<file path="config.mk">
export PLATFORM = sky130hd
export DESIGN_NAME = fsq_sequencer
export DESIGN_NICKNAME = d
export VERILOG_FILES = /design/src/shared/fsq_pkg.sv /design/src/logic/fsq_flash_cycle.sv /design/src/logic/fsq_sequencer.sv /design/src/logic/fsq_status_check.sv
export SDC_FILE = /design/constraint.sdc
export NUM_CORES = 1
export LEC_CHECK = 0
export ABC_AREA = 1
export BUFFER_PORTS_ARGS = -buffer_cell sky130_fd_sc_hd__buf_4
export CORE_ASPECT_RATIO = 0.5
export CORE_MARGIN = 2
export CORE_UTILIZATION = 25
export DETAILED_ROUTE_END_ITERATION = 10
export SLEW_MARGIN = 10
export SYNTH_ARGS = -nofsm -noshare
export SYNTH_HDL_FRONTEND = slang
export SYNTH_HIERARCHICAL = 1
export SYNTH_SLANG_ARGS = --single-unit
</file>
<file path="constraint.sdc">
create_clock -name CLK -period 6.37 [get_ports CLK]
set_input_delay 1.274 -clock CLK [delete_from_list [all_inputs] [get_ports CLK]]
set_output_delay 1.274 -clock CLK [all_outputs]
set_load 0.05 [all_outputs]
</file>
<file path="src/shared/fsq_pkg.sv">
package fsq_pkg;
  // ------------------------------------------------------------------
  // Widths and timing
  // ------------------------------------------------------------------
  localparam int ADDR_W    = 24;
  localparam int DATA_W    = 16;
  localparam int BUF_DEPTH = 32;
  localparam int BUF_AW    = 5;
  localparam int CNT_W     = 6;
  localparam int CLK_MHZ   = 40;
  localparam int T_WE_NS   = 50;
  localparam int T_ACC_NS  = 70;
  localparam int T_REC_NS  = 25;
  // Least times, rounded up to whole clocks
  localparam int WE_CYC    = (T_WE_NS * CLK_MHZ + 999) / 1000;
  localparam int ACC_CYC   = (T_ACC_NS * CLK_MHZ + 999) / 1000;
  localparam int REC_CYC   = (T_REC_NS * CLK_MHZ + 999) / 1000;

  // ------------------------------------------------------------------
  // Device command codes and status bits
  // ------------------------------------------------------------------
  localparam logic [7:0] CMD_READ_ARRAY   = 8'hff;
  localparam logic [7:0] CMD_READ_STATUS  = 8'h70;
  localparam logic [7:0] CMD_CLEAR_STATUS = 8'h50;
  localparam logic [7:0] CMD_BANK_ERASE   = 8'h30;
  localparam logic [7:0] CMD_CONFIRM      = 8'hd0;
  localparam logic [7:0] CMD_WORD_WRITE   = 8'h40;
  localparam logic [7:0] CMD_BUF_WRITE    = 8'he8;
  localparam logic [7:0] CMD_LOCK_SETUP   = 8'h60;
  localparam logic [7:0] CMD_LOCK_SET     = 8'h01;
  localparam int BIT_READY      = 7;
  localparam int BIT_ERASE_FAIL = 5;
  localparam int BIT_PROG_FAIL  = 4;
  localparam int BIT_SUPPLY     = 3;
  localparam int BIT_PROTECT    = 1;
  localparam int XBIT_AVAIL     = 7;

  // ------------------------------------------------------------------
  // Register map (word index, byte address = 4 * index)
  // ------------------------------------------------------------------
  localparam logic [2:0] REG_CTRL   = 3'h0;
  localparam logic [2:0] REG_ADDR   = 3'h1;
  localparam logic [2:0] REG_WDATA  = 3'h2;
  localparam logic [2:0] REG_COUNT  = 3'h3;
  localparam logic [2:0] REG_BUF    = 3'h4;
  localparam logic [2:0] REG_STATUS = 3'h5;
  localparam int CTRL_PD_BIT   = 8;
  localparam int ST_BUSY       = 0;
  localparam int ST_NEED_CLEAR = 1;
  localparam int ST_PD         = 2;
  localparam int ST_RES_LSB    = 4;
  localparam int ST_SR_LSB     = 8;
  localparam int ST_XSR_LSB    = 16;

  typedef enum logic [2:0] {
    OP_NONE = 3'h0, OP_BANK_ERASE = 3'h1, OP_WORD_WRITE = 3'h2,
    OP_BUF_WRITE = 3'h3, OP_SET_LOCK = 3'h4, OP_CLEAR_LOCKS = 3'h5,
    OP_CLEAR_STATUS = 3'h6, OP_READ_ARRAY = 3'h7
  } fsq_op_t;

  typedef enum logic [2:0] {
    RES_OK = 3'h0, RES_SUPPLY = 3'h1, RES_PROTECT = 3'h2,
    RES_SEQUENCE = 3'h3, RES_OP_FAIL = 3'h4, RES_REFUSED = 3'h5
  } fsq_res_t;
endpackage : fsq_pkg

</file>
<file path="src/logic/fsq_flash_cycle.sv">
`timescale 1ns/10ps
module fsq_flash_cycle
  import fsq_pkg::*;
(
  input  wire logic              clk,
  input  wire logic              rst,
  input  wire logic              req,
  input  wire logic              wr,
  input  wire logic [ADDR_W-1:0] addr,
  input  wire logic [DATA_W-1:0] wdata,
  input  wire logic [DATA_W-1:0] fdq_i,
  output logic                   done,
  output logic      [DATA_W-1:0] rdata,
  output logic      [ADDR_W-1:0] fa,
  output logic      [DATA_W-1:0] fdq_o,
  output logic                   fdq_oe,
  output logic                   cs_n,
  output logic                   we_n,
  output logic                   oe_n
);
  typedef enum logic [2:0] {
    C_IDLE = 3'b001, C_ACT = 3'b010, C_REC = 3'b100
  } fsq_cyc_t;

  fsq_cyc_t          st_r, st_nxt;
  logic [3:0]        cnt_r, cnt_nxt;
  logic              wr_r, wr_nxt;
  logic              done_nxt, fdq_oe_nxt, cs_n_nxt, we_n_nxt, oe_n_nxt;
  logic [DATA_W-1:0] rdata_nxt, fdq_o_nxt;
  logic [ADDR_W-1:0] fa_nxt;

  always_comb begin
    st_nxt     = st_r;
    cnt_nxt    = cnt_r;
    wr_nxt     = wr_r;
    done_nxt   = 1'b0;
    rdata_nxt  = rdata;
    fa_nxt     = fa;
    fdq_o_nxt  = fdq_o;
    fdq_oe_nxt = fdq_oe;
    cs_n_nxt   = cs_n;
    we_n_nxt   = we_n;
    oe_n_nxt   = oe_n;
    unique case (st_r)
      C_IDLE: if (req) begin
        wr_nxt     = wr;
        fa_nxt     = addr;
        fdq_o_nxt  = wdata;
        fdq_oe_nxt = wr;
        cs_n_nxt   = 1'b0;
        we_n_nxt   = ~wr;
        oe_n_nxt   = wr;
        cnt_nxt    = wr ? 4'(WE_CYC - 1) : 4'(ACC_CYC - 1);
        st_nxt     = C_ACT;
      end
      C_ACT: if (cnt_r == 4'h0) begin
        // Data is held through recovery so it outlasts the write edge
        if (!wr_r) rdata_nxt = fdq_i;
        cs_n_nxt = 1'b1;
        we_n_nxt = 1'b1;
        oe_n_nxt = 1'b1;
        cnt_nxt  = 4'(REC_CYC - 1);
        st_nxt   = C_REC;
      end else begin
        cnt_nxt = cnt_r - 4'h1;
      end
      C_REC: if (cnt_r == 4'h0) begin
        fdq_oe_nxt = 1'b0;
        done_nxt   = 1'b1;
        st_nxt     = C_IDLE;
      end else begin
        cnt_nxt = cnt_r - 4'h1;
      end
    endcase
  end

  always_ff @(posedge clk) begin
    if (rst) begin
      st_r   <= C_IDLE;
      cnt_r  <= 4'h0;
      wr_r   <= 1'b0;
      done   <= 1'b0;
      rdata  <= '0;
      fa     <= '0;
      fdq_o  <= '0;
      fdq_oe <= 1'b0;
      cs_n   <= 1'b1;
      we_n   <= 1'b1;
      oe_n   <= 1'b1;
    end else begin
      st_r   <= st_nxt;
      cnt_r  <= cnt_nxt;
      wr_r   <= wr_nxt;
      done   <= done_nxt;
      rdata  <= rdata_nxt;
      fa     <= fa_nxt;
      fdq_o  <= fdq_o_nxt;
      fdq_oe <= fdq_oe_nxt;
      cs_n   <= cs_n_nxt;
      we_n   <= we_n_nxt;
      oe_n   <= oe_n_nxt;
    end
  end
endmodule : fsq_flash_cycle

</file>
<file path="src/logic/fsq_sequencer.sv">
`timescale 1ns/10ps
module fsq_sequencer
  import fsq_pkg::*;
(
  input  wire logic                       CLK,
  input  wire logic                       RST,
  input  wire logic [4:0]                 AVS_ADDRESS,
  input  wire logic                       AVS_READ,
  input  wire logic                       AVS_WRITE,
  input  wire logic [31:0]                AVS_WRITEDATA,
  input  wire logic [3:0]                 AVS_BYTEENABLE,
  output logic      [31:0]                AVS_READDATA,
  output logic                            AVS_WAITREQUEST,
  output logic      [fsq_pkg::ADDR_W-1:0] FLASH_ADDR,
  input  wire logic [fsq_pkg::DATA_W-1:0] FLASH_DQ_IN,
  output logic      [fsq_pkg::DATA_W-1:0] FLASH_DQ_OUT,
  output logic                            FLASH_DQ_OE,
  output logic                            CHIP_SELECT_N,
  output logic                            FLASH_WE_N,
  output logic                            FLASH_OE_N,
  output logic                            RESET_POWERDOWN_N
);
  import fsq_pkg::*;

  // ------------------------------------------------------------------
  // Byte-lane merge
  // ------------------------------------------------------------------
  function automatic logic [31:0] lane_merge(input logic [31:0] old_v,
                                             input logic [31:0] new_v,
                                             input logic [3:0]  be);
    logic [31:0] r;
    r = old_v;
    for (int i = 0; i < 4; i++) begin
      if (be[i]) r[8*i +: 8] = new_v[8*i +: 8];
    end
    return r;
  endfunction : lane_merge

  typedef enum logic [10:0] {
    Q_IDLE     = 11'b00000000001, Q_WAIT     = 11'b00000000010,
    Q_XSR      = 11'b00000000100, Q_XSR_CHK  = 11'b00000001000,
    Q_DATA     = 11'b00000010000, Q_CONFIRM  = 11'b00000100000,
    Q_POLL_CMD = 11'b00001000000, Q_POLL_RD  = 11'b00010000000,
    Q_POLL_CHK = 11'b00100000000, Q_END      = 11'b01000000000,
    Q_ARRAY    = 11'b10000000000
  } fsq_state_t;

  // ------------------------------------------------------------------
  // Registers
  // ------------------------------------------------------------------
  logic              wait_r, wait_nxt;
  logic [31:0]       rdat_r, rdat_nxt;
  logic [ADDR_W-1:0] addr_r, addr_nxt;
  logic [DATA_W-1:0] wdat_r, wdat_nxt;
  logic [CNT_W-1:0]  count_r, count_nxt;
  logic [BUF_AW-1:0] bwp_r, bwp_nxt;
  logic              pd_r, pd_nxt;
  logic              go_r, go_nxt;
  fsq_op_t           req_op_r, req_op_nxt;
  logic [DATA_W-1:0] buf_mem [BUF_DEPTH];
  logic              buf_we;

  fsq_state_t        st_r, st_nxt, ret_r, ret_nxt;
  fsq_op_t           op_r, op_nxt;
  fsq_res_t          res_r, res_nxt, res_dec;
  logic              busy_r, busy_nxt;
  logic              nclr_r, nclr_nxt;
  logic [7:0]        sr_r, sr_nxt, xsr_r, xsr_nxt;
  logic [CNT_W-1:0]  idx_r, idx_nxt;
  logic              iss, iss_wr;
  logic [ADDR_W-1:0] iss_addr;
  logic [DATA_W-1:0] iss_data;
  logic              cyc_done;
  logic [DATA_W-1:0] cyc_rdata;

  wire logic [2:0] widx = AVS_ADDRESS[4:2];
  wire logic       acc  = (AVS_READ | AVS_WRITE) & wait_r;

  // ------------------------------------------------------------------
  // Avalon slave: one wait cycle, then a one-cycle answer
  // ------------------------------------------------------------------
  always_comb begin
    wait_nxt   = 1'b1;
    rdat_nxt   = rdat_r;
    addr_nxt   = addr_r;
    wdat_nxt   = wdat_r;
    count_nxt  = count_r;
    bwp_nxt    = bwp_r;
    pd_nxt     = pd_r;
    go_nxt     = 1'b0;
    req_op_nxt = req_op_r;
    buf_we     = 1'b0;
    if (acc) begin
      wait_nxt = 1'b0;
      rdat_nxt = 32'h0;
      if (AVS_READ) begin
        unique case (widx)
          REG_CTRL:   rdat_nxt[CTRL_PD_BIT] = pd_r;
          REG_ADDR:   rdat_nxt[ADDR_W-1:0]  = addr_r;
          REG_WDATA:  rdat_nxt[DATA_W-1:0]  = wdat_r;
          REG_COUNT:  rdat_nxt[CNT_W-1:0]   = count_r;
          REG_STATUS: begin
            rdat_nxt[ST_BUSY]                = busy_r;
            rdat_nxt[ST_NEED_CLEAR]          = nclr_r;
            rdat_nxt[ST_PD]                  = pd_r;
            rdat_nxt[ST_RES_LSB +: 3]        = res_r;
            rdat_nxt[ST_SR_LSB +: 8]         = sr_r;
            rdat_nxt[ST_XSR_LSB + XBIT_AVAIL] = xsr_r[XBIT_AVAIL];
          end
          default:    rdat_nxt = 32'h0;
        endcase
      end else begin
        unique case (widx)
          REG_CTRL: begin
            if (AVS_BYTEENABLE[1]) pd_nxt = AVS_WRITEDATA[CTRL_PD_BIT];
            if (AVS_BYTEENABLE[0]) begin
              req_op_nxt = fsq_op_t'(AVS_WRITEDATA[2:0]);
              go_nxt     = 1'b1;
            end
          end
          REG_ADDR: begin
            addr_nxt = ADDR_W'(lane_merge(32'(addr_r), AVS_WRITEDATA,
                                          AVS_BYTEENABLE));
          end
          REG_WDATA: begin
            wdat_nxt = DATA_W'(lane_merge(32'(wdat_r), AVS_WRITEDATA,
                                          AVS_BYTEENABLE));
          end
          REG_COUNT: begin
            // Loading a count also rewinds the buffer fill pointer
            if (AVS_BYTEENABLE[0]) count_nxt = AVS_WRITEDATA[CNT_W-1:0];
            bwp_nxt = '0;
          end
          REG_BUF: begin
            buf_we  = 1'b1;
            bwp_nxt = bwp_r + 1'b1;
          end
          default: ;
        endcase
      end
    end
  end

  always_ff @(posedge CLK) begin
    if (buf_we) buf_mem[bwp_r] <= AVS_WRITEDATA[DATA_W-1:0];
  end

  always_ff @(posedge CLK) begin
    if (RST) begin
      wait_r   <= 1'b1;
      rdat_r   <= 32'h0;
      addr_r   <= '0;
      wdat_r   <= '0;
      count_r  <= '0;
      bwp_r    <= '0;
      pd_r     <= 1'b0;
      go_r     <= 1'b0;
      req_op_r <= OP_NONE;
    end else begin
      wait_r   <= wait_nxt;
      rdat_r   <= rdat_nxt;
      addr_r   <= addr_nxt;
      wdat_r   <= wdat_nxt;
      count_r  <= count_nxt;
      bwp_r    <= bwp_nxt;
      pd_r     <= pd_nxt;
      go_r     <= go_nxt;
      req_op_r <= req_op_nxt;
    end
  end

  // ------------------------------------------------------------------
  // Command sequencer
  // ------------------------------------------------------------------
  fsq_status_check u_check (
    .op  (op_r),
    .sr  (cyc_rdata[7:0]),
    .res (res_dec)
  );

  always_comb begin
    st_nxt   = st_r;
    ret_nxt  = ret_r;
    op_nxt   = op_r;
    res_nxt  = res_r;
    busy_nxt = busy_r;
    nclr_nxt = nclr_r;
    sr_nxt   = sr_r;
    xsr_nxt  = xsr_r;
    idx_nxt  = idx_r;
    iss      = 1'b0;
    iss_wr   = 1'b1;
    iss_addr = addr_r;
    iss_data = DATA_W'(CMD_READ_STATUS);
    unique case (st_r)
      Q_IDLE: if (go_r && req_op_r != OP_NONE) begin
        op_nxt = req_op_r;
        // A sequence error must be cleared before new work other than a read-array is taken
        if (pd_r || count_r == '0 && req_op_r == OP_BUF_WRITE ||
            nclr_r && req_op_r != OP_CLEAR_STATUS &&
            req_op_r != OP_READ_ARRAY) begin
          res_nxt = RES_REFUSED;
        end else begin
          busy_nxt = 1'b1;
          res_nxt  = RES_OK;
          iss      = 1'b1;
          idx_nxt  = '0;
          unique case (req_op_r)
            OP_BANK_ERASE: begin
              iss_data = DATA_W'(CMD_BANK_ERASE);
              ret_nxt  = Q_CONFIRM;
            end
            OP_WORD_WRITE: begin
              iss_data = DATA_W'(CMD_WORD_WRITE);
              ret_nxt  = Q_DATA;
            end
            OP_BUF_WRITE: begin
              iss_data = DATA_W'(CMD_BUF_WRITE);
              ret_nxt  = Q_XSR;
            end
            OP_SET_LOCK, OP_CLEAR_LOCKS: begin
              iss_data = DATA_W'(CMD_LOCK_SETUP);
              ret_nxt  = Q_CONFIRM;
            end
            OP_CLEAR_STATUS: begin
              iss_data = DATA_W'(CMD_CLEAR_STATUS);
              sr_nxt   = 8'h00;
              nclr_nxt = 1'b0;
              ret_nxt  = Q_ARRAY;
            end
            default: begin
              iss_data = DATA_W'(CMD_READ_ARRAY);
              ret_nxt  = Q_END;
            end
          endcase
        end
      end
      Q_WAIT: if (cyc_done) st_nxt = ret_r;
      Q_XSR: begin
        iss     = 1'b1;
        iss_wr  = 1'b0;
        ret_nxt = Q_XSR_CHK;
      end
      Q_XSR_CHK: begin
        iss     = 1'b1;
        xsr_nxt = cyc_rdata[7:0];
        // Reserved extended bits are ignored
        if (cyc_rdata[XBIT_AVAIL]) begin
          iss_data = DATA_W'(8'(count_r - 1'b1));
          ret_nxt  = Q_DATA;
        end else begin
          iss_data = DATA_W'(CMD_BUF_WRITE);
          ret_nxt  = Q_XSR;
        end
      end
      Q_DATA: begin
        iss = 1'b1;
        if (op_r == OP_WORD_WRITE) begin
          iss_data = wdat_r;
          ret_nxt  = Q_POLL_CMD;
        end else begin
          // Block boundary is the device's to police; we report its abort
          iss_addr = addr_r + ADDR_W'(idx_r);
          iss_data = buf_mem[idx_r[BUF_AW-1:0]];
          idx_nxt  = idx_r + 1'b1;
          ret_nxt  = (idx_r == count_r - 1'b1) ? Q_CONFIRM : Q_DATA;
        end
      end
      Q_CONFIRM: begin
        iss      = 1'b1;
        iss_data = (op_r == OP_SET_LOCK) ? DATA_W'(CMD_LOCK_SET)
                                         : DATA_W'(CMD_CONFIRM);
        ret_nxt  = Q_POLL_CMD;
      end
      Q_POLL_CMD: begin
        iss     = 1'b1;
        ret_nxt = Q_POLL_RD;
      end
      Q_POLL_RD: begin
        iss     = 1'b1;
        iss_wr  = 1'b0;
        ret_nxt = Q_POLL_CHK;
      end
      Q_POLL_CHK: begin
        iss = 1'b1;
        if (cyc_rdata[BIT_READY]) begin
          // Errors are only meaningful once the engine is idle
          sr_nxt   = cyc_rdata[7:0];
          res_nxt  = res_dec;
          nclr_nxt = nclr_r | (res_dec == RES_SEQUENCE);
          iss_data = DATA_W'(CMD_READ_ARRAY);
          ret_nxt  = Q_END;
        end else begin
          iss_wr  = 1'b0;
          ret_nxt = Q_POLL_CHK;
        end
      end
      Q_ARRAY: begin
        iss      = 1'b1;
        iss_data = DATA_W'(CMD_READ_ARRAY);
        ret_nxt  = Q_END;
      end
      Q_END: begin
        busy_nxt = 1'b0;
        st_nxt   = Q_IDLE;
      end
    endcase
    if (iss) st_nxt = Q_WAIT;
    // Power-down wipes the device status, so drop our copy too
    if (pd_r) begin
      sr_nxt   = 8'h00;
      xsr_nxt  = 8'h00;
      nclr_nxt = 1'b0;
    end
  end

  always_ff @(posedge CLK) begin
    if (RST) begin
      st_r   <= Q_IDLE;
      ret_r  <= Q_IDLE;
      op_r   <= OP_NONE;
      res_r  <= RES_OK;
      busy_r <= 1'b0;
      nclr_r <= 1'b0;
      sr_r   <= 8'h00;
      xsr_r  <= 8'h00;
      idx_r  <= '0;
      RESET_POWERDOWN_N <= 1'b0;
    end else begin
      st_r   <= st_nxt;
      ret_r  <= ret_nxt;
      op_r   <= op_nxt;
      res_r  <= res_nxt;
      busy_r <= busy_nxt;
      nclr_r <= nclr_nxt;
      sr_r   <= sr_nxt;
      xsr_r  <= xsr_nxt;
      idx_r  <= idx_nxt;
      RESET_POWERDOWN_N <= ~pd_r;
    end
  end

  assign AVS_READDATA    = rdat_r;
  assign AVS_WAITREQUEST = wait_r;

  fsq_flash_cycle u_cycle (
    .clk    (CLK),
    .rst    (RST),
    .req    (iss),
    .wr     (iss_wr),
    .addr   (iss_addr),
    .wdata  (iss_data),
    .fdq_i  (FLASH_DQ_IN),
    .done   (cyc_done),
    .rdata  (cyc_rdata),
    .fa     (FLASH_ADDR),
    .fdq_o  (FLASH_DQ_OUT),
    .fdq_oe (FLASH_DQ_OE),
    .cs_n   (CHIP_SELECT_N),
    .we_n   (FLASH_WE_N),
    .oe_n   (FLASH_OE_N)
  );
endmodule : fsq_sequencer

</file>
<file path="src/logic/fsq_status_check.sv">
`timescale 1ns/10ps
module fsq_status_check
  import fsq_pkg::*;
(
  input  fsq_pkg::fsq_op_t  op,
  input  wire logic [7:0]   sr,
  output fsq_pkg::fsq_res_t res
);
  // Supply first, then protection, then sequence, then op failure
  always_comb begin
    res = RES_OK;
    if (sr[BIT_SUPPLY]) begin
      res = RES_SUPPLY;
    end else if (sr[BIT_PROTECT]) begin
      res = RES_PROTECT;
    end else if (sr[BIT_PROG_FAIL] && sr[BIT_ERASE_FAIL]) begin
      res = RES_SEQUENCE;
    end else if ((op == OP_BANK_ERASE || op == OP_CLEAR_LOCKS) &&
                 sr[BIT_ERASE_FAIL]) begin
      res = RES_OP_FAIL;
    end else if ((op == OP_WORD_WRITE || op == OP_BUF_WRITE ||
                  op == OP_SET_LOCK) && sr[BIT_PROG_FAIL]) begin
      res = RES_OP_FAIL;
    end
  end
endmodule : fsq_status_check

</file>
* After elaboration in Yosys (flattened, before gate mapping)
Memory sizes are Yosys's and may differ from the RTL's. A register that Yosys moved wholly into a read port is not among the register bits.
Cells that the tools add are included.
** Word-level totals
- Bits in latches :: 0
- ROM bits :: 0
- Memory bits (writable) :: 512
- Bits of input ports :: 61
- Flip-flop bits (word level) :: 203
- Output and inout bits :: 78
- Word-level logic and storage cells :: 243
- Memories :: 1
** Cells by class
- Bitwise gates (word level) :: 10
- Divide/modulo/power cells :: 0
- Muxes and demuxes :: 91
- Equality and inequality tests :: 45
- $lt $le $gt $ge :: 0
- Shifts and indexed selects :: 0
- Multiply operators :: 0
- Add/sub/neg operators :: 6
- Reductions and logical operators :: 56
** Memory list
- buf_mem :: words 32, bits a word 16, read ports 1, clocked after memory_dff 1, write ports 1, RTL line fsq_sequencer.sv:60 : logic [DATA_W-1:0] buf_mem [BUF_DEPTH];
** Operators by type and width (count)
- $pmux 11 s9 :: 1
- $pmux 16 s6 :: 1
- $mux 24 :: 3
- $mux 8 :: 9
- $pmux 11 s4 :: 1
- $pmux 8 s5 :: 1
- $reduce_and 4->1 :: 9
- $mux 11 :: 3
- $mux 3 :: 11
- $add 24x6->24 :: 1
- $eq 3x2->1 const B :: 8
- $eq 3x3->1 const B :: 8
- $mux 6 :: 4
- $reduce_and 3->1 :: 8
- $mux 1 :: 22
- $pmux 11 s2 :: 1
- $pmux 7 s3 :: 1
- $pmux 1 s2 :: 10
- $mux 16 :: 1
- $pmux 8 s2 :: 1
- $mux 5 :: 3
- $mux 7 :: 2
- $reduce_bool 2->1 :: 7
- $eq 3x1->1 const B :: 4
- other kinds (49) :: 88

* Depth between registers and ports, before layout
- Depth after elaboration :: 13
- Mapped depth :: 17
- Gate-level depth less buffers :: 17

* Cells and area by module
Netlist, hierarchy kept.
** By module, submodules not included
- fsq_sequencer :: times used 1, cells an instance 2752, seq. area each 17997.3 µm², area an instance 28232.1 µm²
- fsq_flash_cycle :: times used 1, cells an instance 352, seq. area each 1381.3 µm², area an instance 2672.6 µm²
- fsq_status_check :: times used 1, cells an instance 15, seq. area each 0.0 µm², area an instance 70.1 µm²

* Worst setup path after synthesis
No wires, ideal clock.
- Path type :: in2reg
- Start :: input AVS_READ
- End :: memory buf_mem[11][0] (enable)
- Stages on the path :: 7
- Required time :: 5982 ps
- Path slack :: 3175 ps
- Setup time :: 388 ps
- Arrival time :: 2806 ps
- Buffers on the path :: 2
- Path through :: buf_4 > o21a_1 > buf_6 > nand2_2 > nor2_1 > nand2_1 > nor2_1
** Between the ends
- Cells in the longest elaborated chain, start to end :: 5
- Elaborated cells between the ends (all ways) :: 6
- Classes of those cells :: 4 x mux; 2 x bitwise
** Ends and longest elaborated chain
- start, declared :: RTL line fsq_sequencer.sv:8 : input wire logic AVS_READ,
- $or 1x1->1 :: RTL line fsq_sequencer.sv:77 : wire logic acc = (AVS_READ | AVS_WRITE) & wait_r;
- $and 1x1->1 :: RTL line fsq_sequencer.sv:77
- $mux 1 (*) :: RTL line fsq_sequencer.sv:93 : if (acc) begin
- $mux 1 (*) :: RTL line fsq_sequencer.sv:145 : if (buf_we) buf_mem[bwp_r] <= AVS_WRITEDATA[DATA_W-1:0];
- $mux 1 (implied by the code) (*) :: RTL line fsq_sequencer.sv:145
- end, declared :: RTL line fsq_sequencer.sv:60
Every way passes the cells marked *; elsewhere a longest branch is shown, timed or not.

==> summary.md <==
| Metric | Value |
|---|---|
| Dpl hpwl | just over 50000 um |
| Die area | about 130000 um2 |
| Placed instance count | between 4000 and 5000 |
| Crit share post-route | about three fifths |
| Max_cap viols | 0 |
| First-pass GRT wire length | between 100000 and 150000 um |
| Clock power share | 45.0% |
| Vias/cell | 4.56 |
| Starting density of the core | around a quarter |
| Switching power | 2.12 mW |
| # fillers | approximately 12000 |
| Die height | between 200 and 300 um |
| Core box area | approximately 120000 um2 |
| Gr ovfl total | 0 |
| Crit path time final | between 3 and 4 ns |
| Status | finished clean |
| Worst-margin pin slew | 1.06 ns |
| Initial antenna violation count | 3 |
| Syn Std Cell Area | about 31000 um2 |
| Post-CTS Hold Buffers | 0 |
| Fin cells | ~4800 |
| Crit path kind | reg -> reg |
| Power Internal | between 7 and 8 mW |
| Layout cells sized above 1 | between 10 and 15% |
| Seq. cell area | slightly below 20000 um2 |
| Max Fclk | 261 MHz |
| Synth warnings | 6 |
| Nets | 3238 |
| Post-CTS resize count | 0 |
| Root Driver | clkbuf_16 |
| Area after DPL | roughly 33000 um2 |
| Met3 WL post-DR | between 3000 and 4000 um |
| Initial DRC count | about 2000 |
| Mean Syn Cell Area | 9.95 um2 |
| Crit path capture type | flip-flop |
| Class of the worst hold path | reg -> reg |
| Chip Width | approximately 500 um |
| Pre-Repair DR Iteration Count | 6 |
| Number of port buffers | between 100 and 150 |
| Flop pwr share | 51.3% |
| CTS tree | yes |
| Rel. slew slack | 29.5% |
| Clock-pin slew of the registers on the worst-case setup and hold paths | 0.06 ns |
| Logic pwr share | under 10% |
| Worst-Skew Late Latency | between 0.6 and 0.7 ns |
| Crit path required time | a little under 7 ns |
| Worst-path maximum fanout | 43 |
| Gr usage total | 12.4% |
| Aggregate routed wire length | 80200 um |
| Placer Congestion | around 0.9 |
| Largest net degree at the start of global routing | about 170 |
| Clock sinks | roughly 700 |
| Skew final | 0.0236 ns |
| Vias in the first global route | 20795 |
| Metal2 WL | ~38000 um |
| Final setup viols | 0 |
| Routed Antenna Nets | 0 |
| Critical Path AT | ~4.3 ns |
| Worst Setup Start Kind | flip-flop |
| Clock buffer count from CTS | 76 |
| Final hold violation count | 0 |
| Top sig layer | met4 |
| Post-route setup TNS | 0 ns |
| Layout area overhead | 15.8% |
| Post-CTS Setup Inserts | 0 |
| Via count | 22050 |
| CTS H-tree lvls | 3 |
| Leakage | approximately 13 nW |
| Multi-input gate area | 9090 um2 |
| Num rows | 90 |
| Synth Instances | between 3000 and 4000 |
| Met1 wire length | approximately 36000 um |
| DRC Markers | 0 |
| PD cells | approximately 270 nW/um2 |
| Slew Limit Fails | 0 |
| DR WL/cell | between 15 and 20 um |
| I/O pins | 139 |
| Design Area, Final | ~36000 um2 |
| Final core occ | ~29% |
| Clk buf depth | 3 |
| RSZ-0062 raised after global routing | false |
| Peak VDD IR | roughly 0.19 mV |
| Sw Share | 21.9% |
## power groups by stage
stage	clock network [mW]	logic (mW)	registers, mW
global route	4.60	0.395	4.96
finish	4.34	0.356	4.96
detailed placement	0	0.355	5.05
floorplan	0	0.184	5.08
CTS	4.42	0.356	4.96
global placement	0	0.348	5.05
## state kept, by name, indices dropped and copies added (netlist names), 4 cells and up, named ones only
| register | flops |
|---|---|
| u_cycle/cnt_r | 4 |
| u_cycle/fa | 24 |
| count_r | 6 |
| idx_r | 6 |
| AVS_READDATA | 24 |
| sr_r | 8 |
| ret_r | 10 |
| addr_r | 24 |
| buf_mem | 512 |
| bwp_r | 5 |
| u_cycle/rdata | 8 |
| u_cycle/fdq_o | 16 |
| st_r | 11 |
| wdat_r | 16 |
## cell usage in the layout, fill, tap and decap left out, types with 5 or more instances in the layout
master	n
inv_2	20
nand3_2	5
xor2_1	17
clkinv_1	19
a31oi_1	5
inv_1	393
ha_1	14
clkbuf_1	13
nor2_2	6
o211ai_1	134
o22ai_1	10
nor2_4	10
bufinv_16	6
o221ai_1	8
o21ai_1	21
clkbuf_16	76
nand2_1	421
dfxtp_1	189
nor2_1	258
nand3_1	325
a21oi_1	242
nand2_2	6
clkbuf_8	5
edfxtp_1	512
o21ai_0	252
nand2_4	8
buf_4	153
nor3_1	12
clkinv_2	10
conb_1	8
nand4_1	17
## stage by stage
step / hold WS [ns] / power, mW / setup WS, ns
after global routing: 0.478 / 9.95 / 2.18
after global placement: 0.445 / 5.40 / 2.72
final: 0.453 / 9.65 / 2.54
after CTS: 0.460 / 9.73 / 2.62
after detailed placement: 0.445 / 5.41 / 2.64
after floorplan: 0.423 / 5.27 / 3.18
## critical path: stages (launching register included)
cell and delay (ns):
dfxtp_1 0.32, inv_1 0.09, nand2_1 0.07, nor2_1 0.24, nand3_1 0.58, nand2_1 0.33, nor2_4 0.10, nand3_4 0.21
inv_1 0.14, nor2_4 0.73, inv_2 0.54, nor2_1 0.26, nor2_1 0.07
## path summary, 6_finish.rpt
kind | start | endpoint | slack (ns) | cells past startpoint
worst min-delay path | u_cycle/cs_n$_SDFFE_PP1P_ | u_cycle/cs_n$_SDFFE_PP1P_ | 0.45 | 2
worst max-delay path | st_r[7]$_SDFFE_PP0P_ | u_cycle/fa[5]$_SDFFE_PP0P_ | 2.54 | 12
worst min register to register | u_cycle/cs_n$_SDFFE_PP1P_ | u_cycle/cs_n$_SDFFE_PP1P_ | 0.45 | 2
worst max register to register | st_r[7]$_SDFFE_PP0P_ | u_cycle/fa[5]$_SDFFE_PP0P_ | 2.54 | 12
## per-layer routing
| metal | GRT usage [%] | up-vias |
|---|---|---|
| met4 | 3.86 | 0 |
| met5 | 0 | - |
| met2 | 20.7 | 567 |
| met3 | 1.48 | 123 |
| li1 | - | 10736 |
| met1 | 16.7 | 10624 |
## layout make-up
type	instances	share of cell area [%]
sequential	704	54.1
multi-input combinational	1810	25.6
clock buffer	94	5.68
tap	1610	5.66
inverter	414	4.38
timing repair buffer	156	3.40
clock inverter	46	1.24
antenna	1	0.00704
Note: power is estimated with default switching activity, not from simulation.
